--- src/verilog/ulmt_pkg.sv ---
// Package with register map, field positions, timing constants and types of the transmitter.
`default_nettype none
package ulmt_pkg;
   // Bus geometry.
   localparam int ADDR_W = 4;
   localparam int DATA_W = 32;
   // Register byte offsets.
   localparam logic [ADDR_W-1:0] OFS_STATUS = 4'h0;
   localparam logic [ADDR_W-1:0] OFS_DATA = 4'h4;
   localparam logic [ADDR_W-1:0] OFS_CTRL = 4'h8;
   localparam logic [ADDR_W-1:0] OFS_BAUD = 4'hC;
   // Status register bit positions.
   localparam int ST_HOLD_EMPTY = 0;
   localparam int ST_FRAME_DONE = 1;
   localparam int ST_BUSY = 2;
   localparam int ST_HOLD_FULL = 3;
   // Control register bit positions.
   localparam int CT_TX_ON = 0;
   localparam int CT_BREAK = 1;
   localparam int CT_WORD9 = 2;
   localparam int CT_NINTH = 3;
   localparam int CT_LIN = 4;
   localparam int CT_HE_IE = 5;
   localparam int CT_FD_IE = 6;
   localparam int CT_SCK_EN = 7;
   localparam int CT_SCK_POL = 8;
   localparam int CT_SCK_PH = 9;
   localparam int CT_SCK_LAST = 10;
   localparam int CTRL_W = 11;
   localparam logic [CTRL_W-1:0] CTRL_RST = 11'h000;
   // Frame geometry.
   localparam int FRAME_W = 13;
   localparam logic [3:0] LEN_8 = 4'hA;
   localparam logic [3:0] LEN_9 = 4'hB;
   localparam logic [3:0] LEN_LIN_BRK = 4'hD;
   localparam logic [3:0] LEN_MARK = 4'h1;
   localparam logic [3:0] IDX_NINTH = 4'h9;
   // Bit timing.
   localparam longint CLK_HZ = 200000000;
   localparam longint MAX_BAUD = 500000;
   localparam int MIN_BIT_CYC = int'((CLK_HZ + MAX_BAUD - 1) / MAX_BAUD);
   localparam int DIV_W = 16;
   localparam logic [DIV_W-1:0] DIV_MIN = DIV_W'(MIN_BIT_CYC);
   localparam logic [DIV_W-1:0] DIV_RST = DIV_W'(MIN_BIT_CYC);
   // Engine states.
   typedef enum logic [0:0] {S_IDLE = 1'b0, S_SEND = 1'b1} ulmt_state_e;
   // Kinds of frame the engine can send.
   typedef enum logic [1:0] {
      K_DATA = 2'b00, K_IDLE = 2'b01, K_BREAK = 2'b10, K_MARK = 2'b11
   } ulmt_kind_e;
   // A built frame: bit pattern, LSB goes first, and its length in bits.
   typedef struct packed {
      logic [3:0] len;
      logic [FRAME_W-1:0] bits;
   } ulmt_frame_s;
endpackage
`default_nettype wire

--- src/verilog/ulmt_top.sv ---
// Serial transmitter with holding buffer, idle and break frames, bit clock and Avalon-MM slave.
//
// Local design decisions: the placing of the registers and register access over Avalon-MM.
`timescale 1ns/10ps
`default_nettype none
// Overview of operation
// - Start bit, eight or nine data LSB first, stop.
// - Start bit low, stop bit high.
// - Enabled and empty: serial output rests high.
// - Disabled transmitter releases pin to port function.
// - Nine-bit mode takes top bit from ninth-bit control.
// - Bit clock pulses on data bits, programmable options.
// - Enabling sends one idle frame first.
// - Enable toggle mid-frame sends idle after word.
// - Enable toggle discards word in holding buffer.
// - Holding-empty clears after status read, data write.
// - Write during frame waits in holding buffer.
// - Write while idle starts directly, flag stays set.
// - Holding-empty requests interrupt when enabled, unmasked.
// - Frame-done sets after stop or break; interrupts.
// - Frame-done cleared by same status-then-write pair.
// - Break frame length follows word-length select.
// - Breaks repeat while set; then one mark bit.
// - Transmit bit rate programmable, at most 500K.
// - Idle is frame of ones; break all zeros.
// - LIN master eight-bit break is thirteen low bits.
module ulmt_top (
   input wire logic ref_clk,
   input wire logic arst_n,
   input wire logic [ulmt_pkg::ADDR_W-1:0] avs_address,
   input wire logic avs_read,
   input wire logic avs_write,
   input wire logic [ulmt_pkg::DATA_W-1:0] avs_writedata,
   input wire logic [3:0] avs_byteenable,
   output logic [ulmt_pkg::DATA_W-1:0] avs_readdata,
   output logic avs_waitrequest,
   input wire logic irq_mask,
   output logic holding_empty_irq,
   output logic frame_done_irq,
   output logic tx_out,
   output logic tx_oe,
   output logic sclk_out,
   output logic sclk_oe
);
   import ulmt_pkg::*;

   // Merges written byte lanes into an existing register value.
   function automatic logic [DATA_W-1:0] merge_be(input logic [DATA_W-1:0] old_v,
                                                  input logic [DATA_W-1:0] new_v,
                                                  input logic [3:0] be);
      logic [DATA_W-1:0] r;
      r = old_v;
      for (int i = 0; i < 4; i++) begin
         if (be[i]) begin
            r[8*i +: 8] = new_v[8*i +: 8];
         end
      end
      return r;
   endfunction

   // Builds the bit pattern and length of one frame of the given kind.
   function automatic ulmt_frame_s build_frame(input ulmt_kind_e kind, input logic word9,
                                               input logic ninth, input logic lin,
                                               input logic [7:0] data);
      ulmt_frame_s f;
      f.len = word9 ? LEN_9 : LEN_8;
      f.bits = '1;
      case (kind)
         K_DATA: begin
            f.bits = word9 ? {2'b11, 1'b1, ninth, data, 1'b0} : {3'b111, 1'b1, data, 1'b0};
         end
         K_IDLE: begin
            f.bits = '1;
         end
         K_BREAK: begin
            f.bits = '0;
            if (lin && !word9) begin
               f.len = LEN_LIN_BRK;
            end
         end
         K_MARK: begin
            f.len = LEN_MARK;
         end
         default: begin
            f.bits = '1;
         end
      endcase
      return f;
   endfunction

   // Software-visible state.
   logic [CTRL_W-1:0] ctrl_reg; // Control bits.
   logic [DIV_W-1:0] baud_reg; // Cycles per bit as written.
   logic [7:0] tx_holding_buffer; // Word waiting behind the shifter.
   logic hold_full_reg; // Holding buffer holds a word.
   logic tx_holding_empty_flag; // Sticky holding-empty flag.
   logic frame_done_flag; // Sticky frame-done flag.
   logic armed_reg; // A status read has happened since the last data write.
   // Engine state.
   ulmt_state_e state_reg; // Idle or sending.
   ulmt_kind_e kind_reg; // Kind of frame on the line.
   logic [FRAME_W-1:0] shift_reg; // Frame bits, LSB on the line.
   logic [3:0] len_reg; // Length of current frame.
   logic [3:0] idx_reg; // Bit being sent.
   logic [DIV_W-1:0] cnt_reg; // Cycle count within a bit.
   logic idle_pending_reg; // An idle frame is owed.
   logic brk_seen_reg; // A break went out and no mark has followed yet.
   logic tx_on_q; // Previous value of the enable.
   logic ack_reg; // Second cycle of a bus access.
   logic [DATA_W-1:0] rdata_reg; // Captured read data.
   logic sclk_reg; // Registered bit clock.

   // Named control fields.
   logic tx_on, break_send, word9, tx_ninth_bit, lin_master;
   logic holding_empty_irq_en, frame_done_irq_en;
   assign tx_on = ctrl_reg[CT_TX_ON];
   assign break_send = ctrl_reg[CT_BREAK];
   assign word9 = ctrl_reg[CT_WORD9];
   assign tx_ninth_bit = ctrl_reg[CT_NINTH];
   assign lin_master = ctrl_reg[CT_LIN];
   assign holding_empty_irq_en = ctrl_reg[CT_HE_IE];
   assign frame_done_irq_en = ctrl_reg[CT_FD_IE];

   // Bus access decode; each access takes a wait cycle then completes.
   logic acc, rd_acc, wr_acc, status_rd, data_wr, ctrl_wr, baud_wr;
   assign avs_waitrequest = (avs_read | avs_write) & ~ack_reg;
   assign acc = (avs_read | avs_write) & ack_reg;
   assign rd_acc = acc & avs_read;
   assign wr_acc = acc & avs_write;
   assign status_rd = rd_acc & (avs_address == OFS_STATUS);
   assign data_wr = wr_acc & (avs_address == OFS_DATA) & avs_byteenable[0];
   assign ctrl_wr = wr_acc & (avs_address == OFS_CTRL);
   assign baud_wr = wr_acc & (avs_address == OFS_BAUD);
   assign avs_readdata = rdata_reg;

   // Bit timing: the divider never drops below the fastest legal bit time.
   logic [DIV_W-1:0] div_eff;
   logic bit_tick, frame_end, tx_on_rise;
   assign div_eff = (baud_reg < DIV_MIN) ? DIV_MIN : baud_reg;
   assign bit_tick = (state_reg == S_SEND) && (cnt_reg == div_eff - DIV_W'(1));
   assign frame_end = bit_tick && (idx_reg == len_reg - 4'h1);
   assign tx_on_rise = tx_on & ~tx_on_q;

   // Chooses the next frame; a frame may start only with the transmitter on.
   logic can_launch, launch, launch_direct;
   ulmt_kind_e next_kind;
   ulmt_frame_s next_frame;
   always_comb begin
      can_launch = tx_on && !tx_on_rise && ((state_reg == S_IDLE) || frame_end);
      launch = 1'b0;
      next_kind = K_IDLE;
      if (brk_seen_reg && !break_send) begin
         launch = can_launch;
         next_kind = K_MARK;
      end else if (idle_pending_reg) begin
         launch = can_launch;
         next_kind = K_IDLE;
      end else if (break_send) begin
         launch = can_launch;
         next_kind = K_BREAK;
      end else if (hold_full_reg || data_wr) begin
         launch = can_launch;
         next_kind = K_DATA;
      end
      launch_direct = launch && (next_kind == K_DATA) && !hold_full_reg;
      next_frame = build_frame(next_kind, word9, tx_ninth_bit, lin_master,
                               hold_full_reg ? tx_holding_buffer : avs_writedata[7:0]);
   end

   // Bus read data and access phase.
   always_ff @(posedge ref_clk or negedge arst_n) begin
      if (!arst_n) begin
         ack_reg <= 1'b0;
         rdata_reg <= '0;
      end else begin
         ack_reg <= (avs_read | avs_write) & ~ack_reg;
         if (avs_read && !ack_reg) begin
            case (avs_address)
               OFS_STATUS: begin
                  rdata_reg <= DATA_W'({hold_full_reg, (state_reg == S_SEND),
                                        frame_done_flag, tx_holding_empty_flag});
               end
               OFS_DATA: begin
                  rdata_reg <= DATA_W'(tx_holding_buffer);
               end
               OFS_CTRL: begin
                  rdata_reg <= DATA_W'(ctrl_reg);
               end
               OFS_BAUD: begin
                  rdata_reg <= DATA_W'(baud_reg);
               end
               default: begin
                  rdata_reg <= '0; // Unmapped offsets read as zero.
               end
            endcase
         end
      end
   end

   // Control and baud registers written by software.
   always_ff @(posedge ref_clk or negedge arst_n) begin
      if (!arst_n) begin
         ctrl_reg <= CTRL_RST;
         baud_reg <= DIV_RST;
         tx_on_q <= 1'b0;
      end else begin
         tx_on_q <= tx_on;
         if (ctrl_wr) begin
            ctrl_reg <= CTRL_W'(merge_be(DATA_W'(ctrl_reg), avs_writedata, avs_byteenable));
         end
         if (baud_wr) begin
            baud_reg <= DIV_W'(merge_be(DATA_W'(baud_reg), avs_writedata, avs_byteenable));
         end
      end
   end

   // Status access arms the clear; the following data write disarms it.
   always_ff @(posedge ref_clk or negedge arst_n) begin
      if (!arst_n) begin
         armed_reg <= 1'b0;
      end else if (data_wr) begin
         armed_reg <= 1'b0;
      end else if (status_rd) begin
         armed_reg <= 1'b1;
      end
   end

   // Holding buffer; a re-enable throws its word away.
   always_ff @(posedge ref_clk or negedge arst_n) begin
      if (!arst_n) begin
         tx_holding_buffer <= '0;
         hold_full_reg <= 1'b0;
      end else begin
         if (data_wr && !launch_direct) begin
            tx_holding_buffer <= avs_writedata[7:0];
         end
         if (tx_on_rise) begin
            hold_full_reg <= 1'b0;
         end else if (data_wr && !launch_direct) begin
            hold_full_reg <= 1'b1;
         end else if (launch && next_kind == K_DATA) begin
            hold_full_reg <= 1'b0;
         end
      end
   end

   // Sticky flags; a hardware set wins over the software clear.
   logic empty_set, done_set, seq_clr;
   assign empty_set = (launch && next_kind == K_DATA) || tx_on_rise;
   assign done_set = frame_end && (kind_reg == K_DATA || kind_reg == K_BREAK);
   assign seq_clr = data_wr && armed_reg;
   always_ff @(posedge ref_clk or negedge arst_n) begin
      if (!arst_n) begin
         tx_holding_empty_flag <= 1'b1;
         frame_done_flag <= 1'b1;
      end else begin
         tx_holding_empty_flag <= empty_set | (tx_holding_empty_flag & ~seq_clr);
         frame_done_flag <= done_set | (frame_done_flag & ~seq_clr);
      end
   end

   // Owed idle frame and pending mark bit after breaks.
   always_ff @(posedge ref_clk or negedge arst_n) begin
      if (!arst_n) begin
         idle_pending_reg <= 1'b0;
         brk_seen_reg <= 1'b0;
      end else begin
         if (tx_on_rise) begin
            idle_pending_reg <= 1'b1;
         end else if (launch && next_kind == K_IDLE) begin
            idle_pending_reg <= 1'b0;
         end
         if (launch && next_kind == K_BREAK) begin
            brk_seen_reg <= 1'b1;
         end else if (launch && next_kind == K_MARK) begin
            brk_seen_reg <= 1'b0;
         end
      end
   end

   // Frame engine: loads a frame, shifts one bit per bit time, refills with ones.
   always_ff @(posedge ref_clk or negedge arst_n) begin
      if (!arst_n) begin
         state_reg <= S_IDLE;
         kind_reg <= K_IDLE;
         shift_reg <= '1;
         len_reg <= LEN_8;
         idx_reg <= '0;
         cnt_reg <= '0;
      end else if (launch) begin
         state_reg <= S_SEND;
         kind_reg <= next_kind;
         shift_reg <= next_frame.bits;
         len_reg <= next_frame.len;
         idx_reg <= '0;
         cnt_reg <= '0;
      end else if (frame_end) begin
         state_reg <= S_IDLE;
         shift_reg <= '1;
         idx_reg <= '0;
         cnt_reg <= '0;
      end else if (bit_tick) begin
         shift_reg <= {1'b1, shift_reg[FRAME_W-1:1]};
         idx_reg <= idx_reg + 4'h1;
         cnt_reg <= '0;
      end else if (state_reg == S_SEND) begin
         cnt_reg <= cnt_reg + DIV_W'(1);
      end
   end

   // Bit clock: active in one half of each data bit, last bit optional.
   logic data_bit, pulse_bit, second_half;
   assign data_bit = (state_reg == S_SEND) && (kind_reg == K_DATA) && (idx_reg != 4'h0)
                     && (idx_reg < len_reg - 4'h1);
   assign pulse_bit = data_bit && ((idx_reg < len_reg - 4'h2) || ctrl_reg[CT_SCK_LAST]);
   assign second_half = cnt_reg >= (div_eff >> 1);
   always_ff @(posedge ref_clk or negedge arst_n) begin
      if (!arst_n) begin
         sclk_reg <= 1'b0;
      end else begin
         sclk_reg <= ctrl_reg[CT_SCK_POL]
                     ^ (pulse_bit && (second_half ^ ~ctrl_reg[CT_SCK_PH]));
      end
   end

   // Pin outputs: the pin is driven while enabled or finishing a frame.
   assign tx_out = shift_reg[0];
   assign tx_oe = tx_on | (state_reg == S_SEND);
   assign sclk_out = sclk_reg;
   assign sclk_oe = tx_oe & ctrl_reg[CT_SCK_EN];
   assign holding_empty_irq = tx_holding_empty_flag & holding_empty_irq_en & ~irq_mask;
   assign frame_done_irq = frame_done_flag & frame_done_irq_en & ~irq_mask;
endmodule // ulmt_top
`default_nettype wire
--- config.mk ---
export PLATFORM = sky130hd
export DESIGN_NAME = ulmt_top
export DESIGN_NICKNAME = d
export VERILOG_FILES = /design/src/verilog/ulmt_pkg.sv /design/src/verilog/ulmt_top.sv
export SDC_FILE = /design/constraint.sdc
export NUM_CORES = 1
export LEC_CHECK = 0
export ABC_AREA = 1
export BUFFER_PORTS_ARGS = -buffer_cell sky130_fd_sc_hd__clkbuf_2
export CAP_MARGIN = 20
export CORE_AREA = 2 2 115 106
export CTS_CLUSTER_SIZE = 24
export DETAILED_ROUTE_END_ITERATION = 12
export DIE_AREA = 0 0 117 108
export GPL_ROUTABILITY_DRIVEN = 0
export HOLD_SLACK_MARGIN = 0.02
export MAX_ROUTING_LAYER = met4
export PLACE_DENSITY_LB_ADDON = 0.05
export SYNTH_ARGS = -nofsm -noshare
export SYNTH_HDL_FRONTEND = slang
export SYNTH_SLANG_ARGS = --single-unit
--- constraint.sdc ---
create_clock -name ref_clk -period 9.5 [get_ports ref_clk]
set_clock_uncertainty 0.2 [all_clocks]
set_input_delay 1.425 -clock ref_clk [delete_from_list [all_inputs] [get_ports ref_clk]]
set_output_delay 1.425 -clock ref_clk [all_outputs]
set_load 0.005 [all_outputs]
==> flow_metrics.py, run 1 <==
metrics = {
    "place": {
        "port_buffers": 49,
        "dp_cells": 1104,
        "post-dp-hpwl_mm": 12.7,
    },
    "grt": {
        "grt_max_degree": 60,
        "antenna_found_initial": 0,
        "grt_pass1_wl_mm": 27.7,
        "grt_usage_pct": 28.9,
        "grt_pass1_vias": 5604,
        "overflow": 0,
    },
    "floorplanning": {
        "io_pins": 84,
        "core_region_area_um2": 11300,
        "die_area_um2": 12600,
        "fp-row-count": 37,
        "fp.dieW_um": 117,
        "dieHeight_um": 108,
        "initial_core_util_pct": 59.0,
    },
    "yosys": {
        "ys_ff_latch": 100,
        "synth-xor-area-share_pct": 3.14,
        "netlist-cell-type-count": 45,
        "synth_top_family_by_area": "simple AND/OR/NAND/NOR gates",
        "synth-compound-area-share_pct": 11.2,
        "yosys-mux-area-fraction_pct": 0,
        "synthSimpleGateAreaFrac_pct": 32.1,
        "yosysMostFrequentCell": "nand2_1",
        "avgSynthCellArea_um2": 7.28,
        "netlist_area_um2": 6700,
        "synth_edf_count": 0,
        "synth_top_cell_by_area": "dfrtp_1",
        "synth_warnings": 0,
        "synth_top_flop_cell": "dfrtp_1",
        "async_flop_share_pct": 100,
        "yosys-top-cells-area": "dfrtp_1 30%, nand2_1 16%, dfstp_2 8.2%",
        "syn_inst": 920,
        "synthAdderAreaFrac_pct": 5.61,
        "synth_top_area_share_pct": 29.5,
        "synthTopCellsByCount": "280 x nand2_1, 104 x inv_1, 82 x nand3_1",
        "seq_area_frac_synth_pct": 37.8,
    },
    "pwr": {
        "finalPower_mw": 1.09,
        "vdd_ir_drop_max_mv": 0.135,
        "powerDensity_nw_per_um2": 150,
        "p_leak_nw": 3.79,
    },
    "setup_path": {
        "critPathLaunchType": "flop",
        "end_kind": "flop",
        "max_stage_delay_ps": 610,
        "critPathMostFrequentCell": "nand2_1",
        "crit_arrival_ps": 4310,
        "critPathRequiredTime_ps": 9520,
        "slowest_stage": "nand3_1",
        "critPathMaxFanout": 25,
        "cp_cell_sequence": "nor2_4, nand2_2, nor2_4, nand2_4, nand2_1, ha_1, nand2_2, nor2_2, nand3_1, nand2_1, nand2_1, nor2_1, nand2_1, nor2_2, nand2_4, nand3_1, inv_1, nand2_1, o21ai_0",
        "critPathKind": "reg2reg",
    },
    "sta": {
        "maxSlewViolCount": 0,
        "rsz0062_at_grt": "false",
        "relSlewSlack_pct": 20.6,
        "hold_viol_final": 0,
        "clock.fmax_mhz": 233,
        "fin_crit_sh_pct": 45.1,
        "post-route-min-period_ps": 4290,
        "setup_viol": 0,
        "fin_setup_tns_ps": 0,
        "worstMarginPinSlew_ps": 1160,
        "whs_ps": 266,
    },
    "detailed_routing": {
        "wirelength_mm": 16.8,
        "drc": 0,
        "vias": 6160,
        "drt_iter0_drc": 626,
        "viasPerCell": 5.50,
        "ant_nets": 0,
        "drt_pass1_iterations": 7,
        "wl_per_cell_um": 15.0,
    },
    "cells_and_area": {
        "fin_util_pct": 63.9,
        "nNetsFinal": 1034,
        "syn2layout_area_growth_pct": 8.30,
        "num_antenna_cells": 0,
        "stdcell_count": 1120,
        "layout-drive-gt1-share_pct": 13.0,
    },
    "cts": {
        "path_clk_slew_ps": 70,
        "hold_buffers": 0,
        "cts-root-buf": "clkbuf_16",
        "cts_tree": "done",
        "post-cts-setup-buffer-count": 0,
        "insertion_delay_ps": 350,
        "ctsResizeCount": 0,
        "cts.path.max_buffers": 2,
        "cts_made_buffers": 9,
        "clock-sinks": 100,
        "htreeDepth": 3,
    },
    "flow_run": {
        "cap_violations": 0,
    },
    "status": {
        "status": "finished clean",
    },
    "min_path": {
        "hp-class": "reg2reg",
    },
}
==> cell type report <==
cell class | instances | area, µm²
well taps | 156 | 195
clock inverters | 6 | 70.1
flip-flops and latches | 100 | 2530
multi-input cells | 686 | 3550
inverters | 111 | 419
repair buffers | 51 | 263
fillers | 1035 | 4090
clock buffers | 10 | 229
==> layer usage <==
layer	vias to the layer above	wire length (µm)	global-route usage (%)
met3	41	1190	3.98
met1	2845	7860	41.9
met5	-	0	-
li1	3030	-	-
met2	244	7340	41.8
met4	0	384	10.2
==> cell usage in the layout (no fill, tap or decap), drive strengths merged <==
cell and n:
o31ai 6, conb 16, nand4 19, a22oi 1, a221oi 1, clkinv 4, a22o 1, clkbuf 58
a2111oi 1, or2 3, o211ai 4, nand3b 5, o2111ai 3, a21oi 24, ha 30, dfrtp 79
a211oi 3, nor3 17, bufinv 1, nor2 62, xnor2 3, a32oi 1, nand3 82, nand2 296
dfstp 21, nor4 2, o22ai 4, xor2 21, buf 3, inv 112, o21a 3, o221ai 1
o21ai 77
==> where the power goes <==
part / total, mW / internal [mW] / switching (mW)
clock: 0.376 / 0.207 / 0.168
combinational: 0.222 / 0.0737 / 0.149
sequential: 0.488 / 0.456 / 0.0325
total: 1.09 / 0.737 / 0.349
==> stage by stage <==
step	setup WS, ps	cell area (µm²)
2_1_floorplan	6140	6750
3_3_place_gp	5130	6950
3_5_place_dp	5020	6950
4_1_cts	5270	7250
5_1_grt	4850	7250
6_report	5210	7250
==> path summary, 6_finish.rpt <==
kind,start,to,slack (ps),cells past startpoint
worst min register to register,ctrl_reg[0],tx_on_q,270,0
worst max register to register,baud_reg[11],cnt_reg[10],5210,19
min in group asynchronous,arst_n,cnt_reg[0],860,1
max in group asynchronous,arst_n,tx_holding_buffer[5],7090,2
worst max-delay path,baud_reg[11],cnt_reg[10],5210,19
worst min-delay path,ctrl_reg[0],tx_on_q,270,0
==> kinds of logic (layout without fill, tap and decap cells) <==
group	Yosys count	in the layout
adders and majority gates	30	30
and+or+nand+nor	486	486
buffers and inverters	149	178
DFF	100	100
other	1	16
xor gates and xnor gates	24	24
AOI/OAI and AO/OA	130	130
==> worst max-delay path: cells and delay by family, from the launching register on <==
kind | cells | cell delay (ps)
simple gates | 16 | 2780
flops | 1 | 450
fa+ha+maj | 1 | 330
buf+inv | 1 | 310
compound gates | 1 | 80
(Power assumes the default switching activity.)
==> run 2: changes to the inputs <==
Settings changed: ABC_AREA 1 to 0, CORE_AREA 2 2 115 106 to 2 2 117 108, DIE_AREA 0 0 117 108 to 0 0 119 110.
Clock period 9.5 ns to 3.7 ns, I/O delays scaled along.
==> run 2 against run 1 <==
  * The flow now finishes with violations (setup timing)
  * Via count fell by 13%
  * Synthesized area fell by 7.6%
  * Critical path depth fell by 4
==> flow_metrics.py, run 2 <==
metrics = {
    "cells_and_area": {
        "fin_util_pct": 63.8,
        "syn2layout_area_growth_pct": 22.1,
        "layout-drive-gt1-share_pct": 30.2,
        "post-route-cell-area_um2": 7550,
        "final_cell_mix": "79 x dfrtp_1, 59 x nand2_1, 55 x buf_4",
        "nNetsFinal": 819,
        "stdcell_count": 909,
        "layout_commonest_cell": "dfrtp_1",
        "fill_cells": 1005,
        "num_antenna_cells": 0,
    },
    "detailed_routing": {
        "drt_iter0_drc": 330,
        "vias": 5332,
        "wirelength_mm": 16.8,
        "drt_pass1_iterations": 4,
        "ant_nets": 0,
        "viasPerCell": 5.87,
        "drc": 0,
        "wl_per_cell_um": 18.5,
    },
    "sta": {
        "setup_viol": 51,
        "clock.fmax_mhz": 246,
        "hold_viol_final": 0,
        "fin_crit_sh_pct": 110,
        "rsz0062_at_grt": "true",
        "maxSlewViolCount": 0,
        "fin_setup_tns_ps": -11950,
        "relSlewSlack_pct": 42.9,
        "worstMarginPinSlew_ps": 848,
        "whs_ps": 86.6,
        "post-route-min-period_ps": 4070,
        "worst_slack_ps": -369,
    },
    "setup_path": {
        "end_kind": "flop",
        "critPathLaunchType": "flop",
        "critPathKind": "reg2reg",
        "crit_arrival_ps": 4110,
        "critPathRequiredTime_ps": 3740,
        "max_stage_delay_ps": 530,
        "cp_cell_sequence": "nor4_2, buf_4, nand3_4, nand2_4, ha_4, or4b_4, o41ai_4, and3_1, o21ai_2, or4_4, nor4_4, buf_6, a21oi_4, clkbuf_16, mux2_2",
        "critPathMaxFanout": 7,
        "rrSetupSlack_ps": -370,
        "slowest_stage": "or4_4",
    },
    "yosys": {
        "avgSynthCellArea_um2": 9.46,
        "netlist-cell-type-count": 70,
        "synth_warnings": 0,
        "seq_area_frac_synth_pct": 40.9,
        "yosys-top-cells-area": "dfrtp_1 32%, dfstp_2 8.9%, ha_1 6.1%",
        "synth_top_flop_cell": "dfrtp_1",
        "syn_inst": 654,
        "synth_top_area_share_pct": 32.0,
        "synth_edf_count": 0,
        "yosysMostFrequentCell": "dfrtp_1",
        "async_flop_share_pct": 100,
        "synthTopCellsByCount": "79 x dfrtp_1, 64 x nand2_1, 52 x nor2_1",
        "synth_top_cell_by_area": "dfrtp_1",
        "ys_ff_latch": 100,
        "netlist_area_um2": 6190,
    },
    "pwr": {
        "seq_power_share_pct": 44.6,
        "intPower_mw": 1.96,
        "p_sw_mw": 0.914,
        "finalPower_mw": 2.87,
        "switching_share_pct": 31.8,
        "comb_power_share_pct": 24.2,
        "powerDensity_nw_per_um2": 380,
        "p_leak_nw": 3.37,
        "vdd_ir_drop_max_mv": 0.317,
        "p_clk_share_pct": 31.2,
    },
    "min_path": {
        "hp-class": "in2async",
    },
    "cts": {
        "clock-sinks": 100,
        "cts_made_buffers": 9,
        "path_clk_slew_ps": 70,
        "hold_buffers": 0,
        "htreeDepth": 3,
        "insertion_delay_ps": 360,
        "cts.path.max_buffers": 2,
        "cts-root-buf": "clkbuf_16",
        "cts_tree": "done",
    },
    "floorplanning": {
        "die_area_um2": 13100,
        "dieHeight_um": 110,
        "io_pins": 84,
        "fp.dieW_um": 119,
        "fp-row-count": 38,
        "core_region_area_um2": 11800,
        "initial_core_util_pct": 52.3,
    },
    "status": {
        "violations": "setup timing",
        "status": "complete, but fails checks",
    },
    "place": {
        "post-place-ws_ps": -464,
        "postPlaceCellArea_um2": 6950,
        "dp_cells": 878,
        "port_buffers": 49,
        "post-dp-hpwl_mm": 12.3,
    },
    "grt": {
        "grt_pass1_vias": 5311,
        "grt_pass1_wl_mm": 27.4,
        "antenna_found_initial": 0,
        "grt_usage_pct": 27.5,
        "overflow": 0,
        "grt_max_degree": 66,
    },
    "flow_run": {
        "cap_violations": 0,
    },
}
-- run 2: changes by cell type in the layout (fill, tap and decap cells not counted), moves of 13 or more --
cell,delta
inv_1,-82
mux2_2,+21
nand2_1,-221
xnor2_1,+13
o21ai_0,-30
or3_1,+13
nand3_1,-64
buf_4,+52
-- run 2: critical path, delay by kind of cell, from the launching register on --
| family | cells | cell delay [ps] |
|---|---|---|
| muxes | 1 | 260 |
| AOI/OAI and AO/OA | 3 | 390 |
| and+or+nand+nor | 7 | 2040 |
| buffers and inverters | 3 | 530 |
| DFF | 1 | 390 |
| adders and majority gates | 1 | 130 |
-- run 2: path summary, 6_finish.rpt --
path                                         from         endpoint  cells after the start
worst max register to register       baud_reg[15]       len_reg[2]                     15
worst max-delay path                 baud_reg[15]       len_reg[2]                     15
worst min register to register       shift_reg[0]     shift_reg[0]                      2
worst min-delay path                       arst_n  avs_readdata[9]                      1
max in group asynchronous                  arst_n  frame_done_flag                      2
min in group ref_clk            avs_writedata[11]     baud_reg[11]                      3
-- run 2: area by class of cell --
class,count,area [µm²],share of cell area [%]
clock buffer,11,233,3.08
clock inverter,5,36.3,0.480
inverter,22,82.6,1.09
multi-input combinational,500,3680,48.7
sequential,100,2530,33.5
tap,160,200,2.65
timing repair buffer,111,797,10.5
-- run 2: cell families after synthesis --
kind of cell / after synthesis / share of synthesized area, %
DFF: 100 / 40.9
adders and majority gates: 30 / 6.07
muxes: 36 / 6.41
AOI/OAI and AO/OA: 154 / 17.2
buffers and inverters: 69 / 5.32
other: 1 / 0.0606
xor gates and xnor gates: 31 / 4.39
and+or+nand+nor: 233 / 19.7
-- run 2: power by group through the flow --
stage | Sequential, mW | Combinational, mW | Clock [mW]
6_report | 1.28 | 0.696 | 0.896
5_1_grt | 1.29 | 0.764 | 0.948
4_1_cts | 1.28 | 0.675 | 0.908
3_5_place_dp | 1.30 | 0.652 | 0
3_3_place_gp | 1.29 | 0.634 | 0
2_1_floorplan | 1.29 | 0.417 | 0
-- run 2: repair_timing --
item	in CTS	in global routing
setup buffers	10	4
resized for setup	21	22
cloned	0	2
pin swaps	5	11
endpoints found under the setup margin	47	52
-- run 2: metal layers --
metal  up-vias  GRT usage (%)  routed length (µm)
li1       2537              -                   -
met1      2637           36.4                7990
met2       133           43.7                7630
met3        25           4.84                 788
met5         -              -                   0
met4         0           8.33                 384
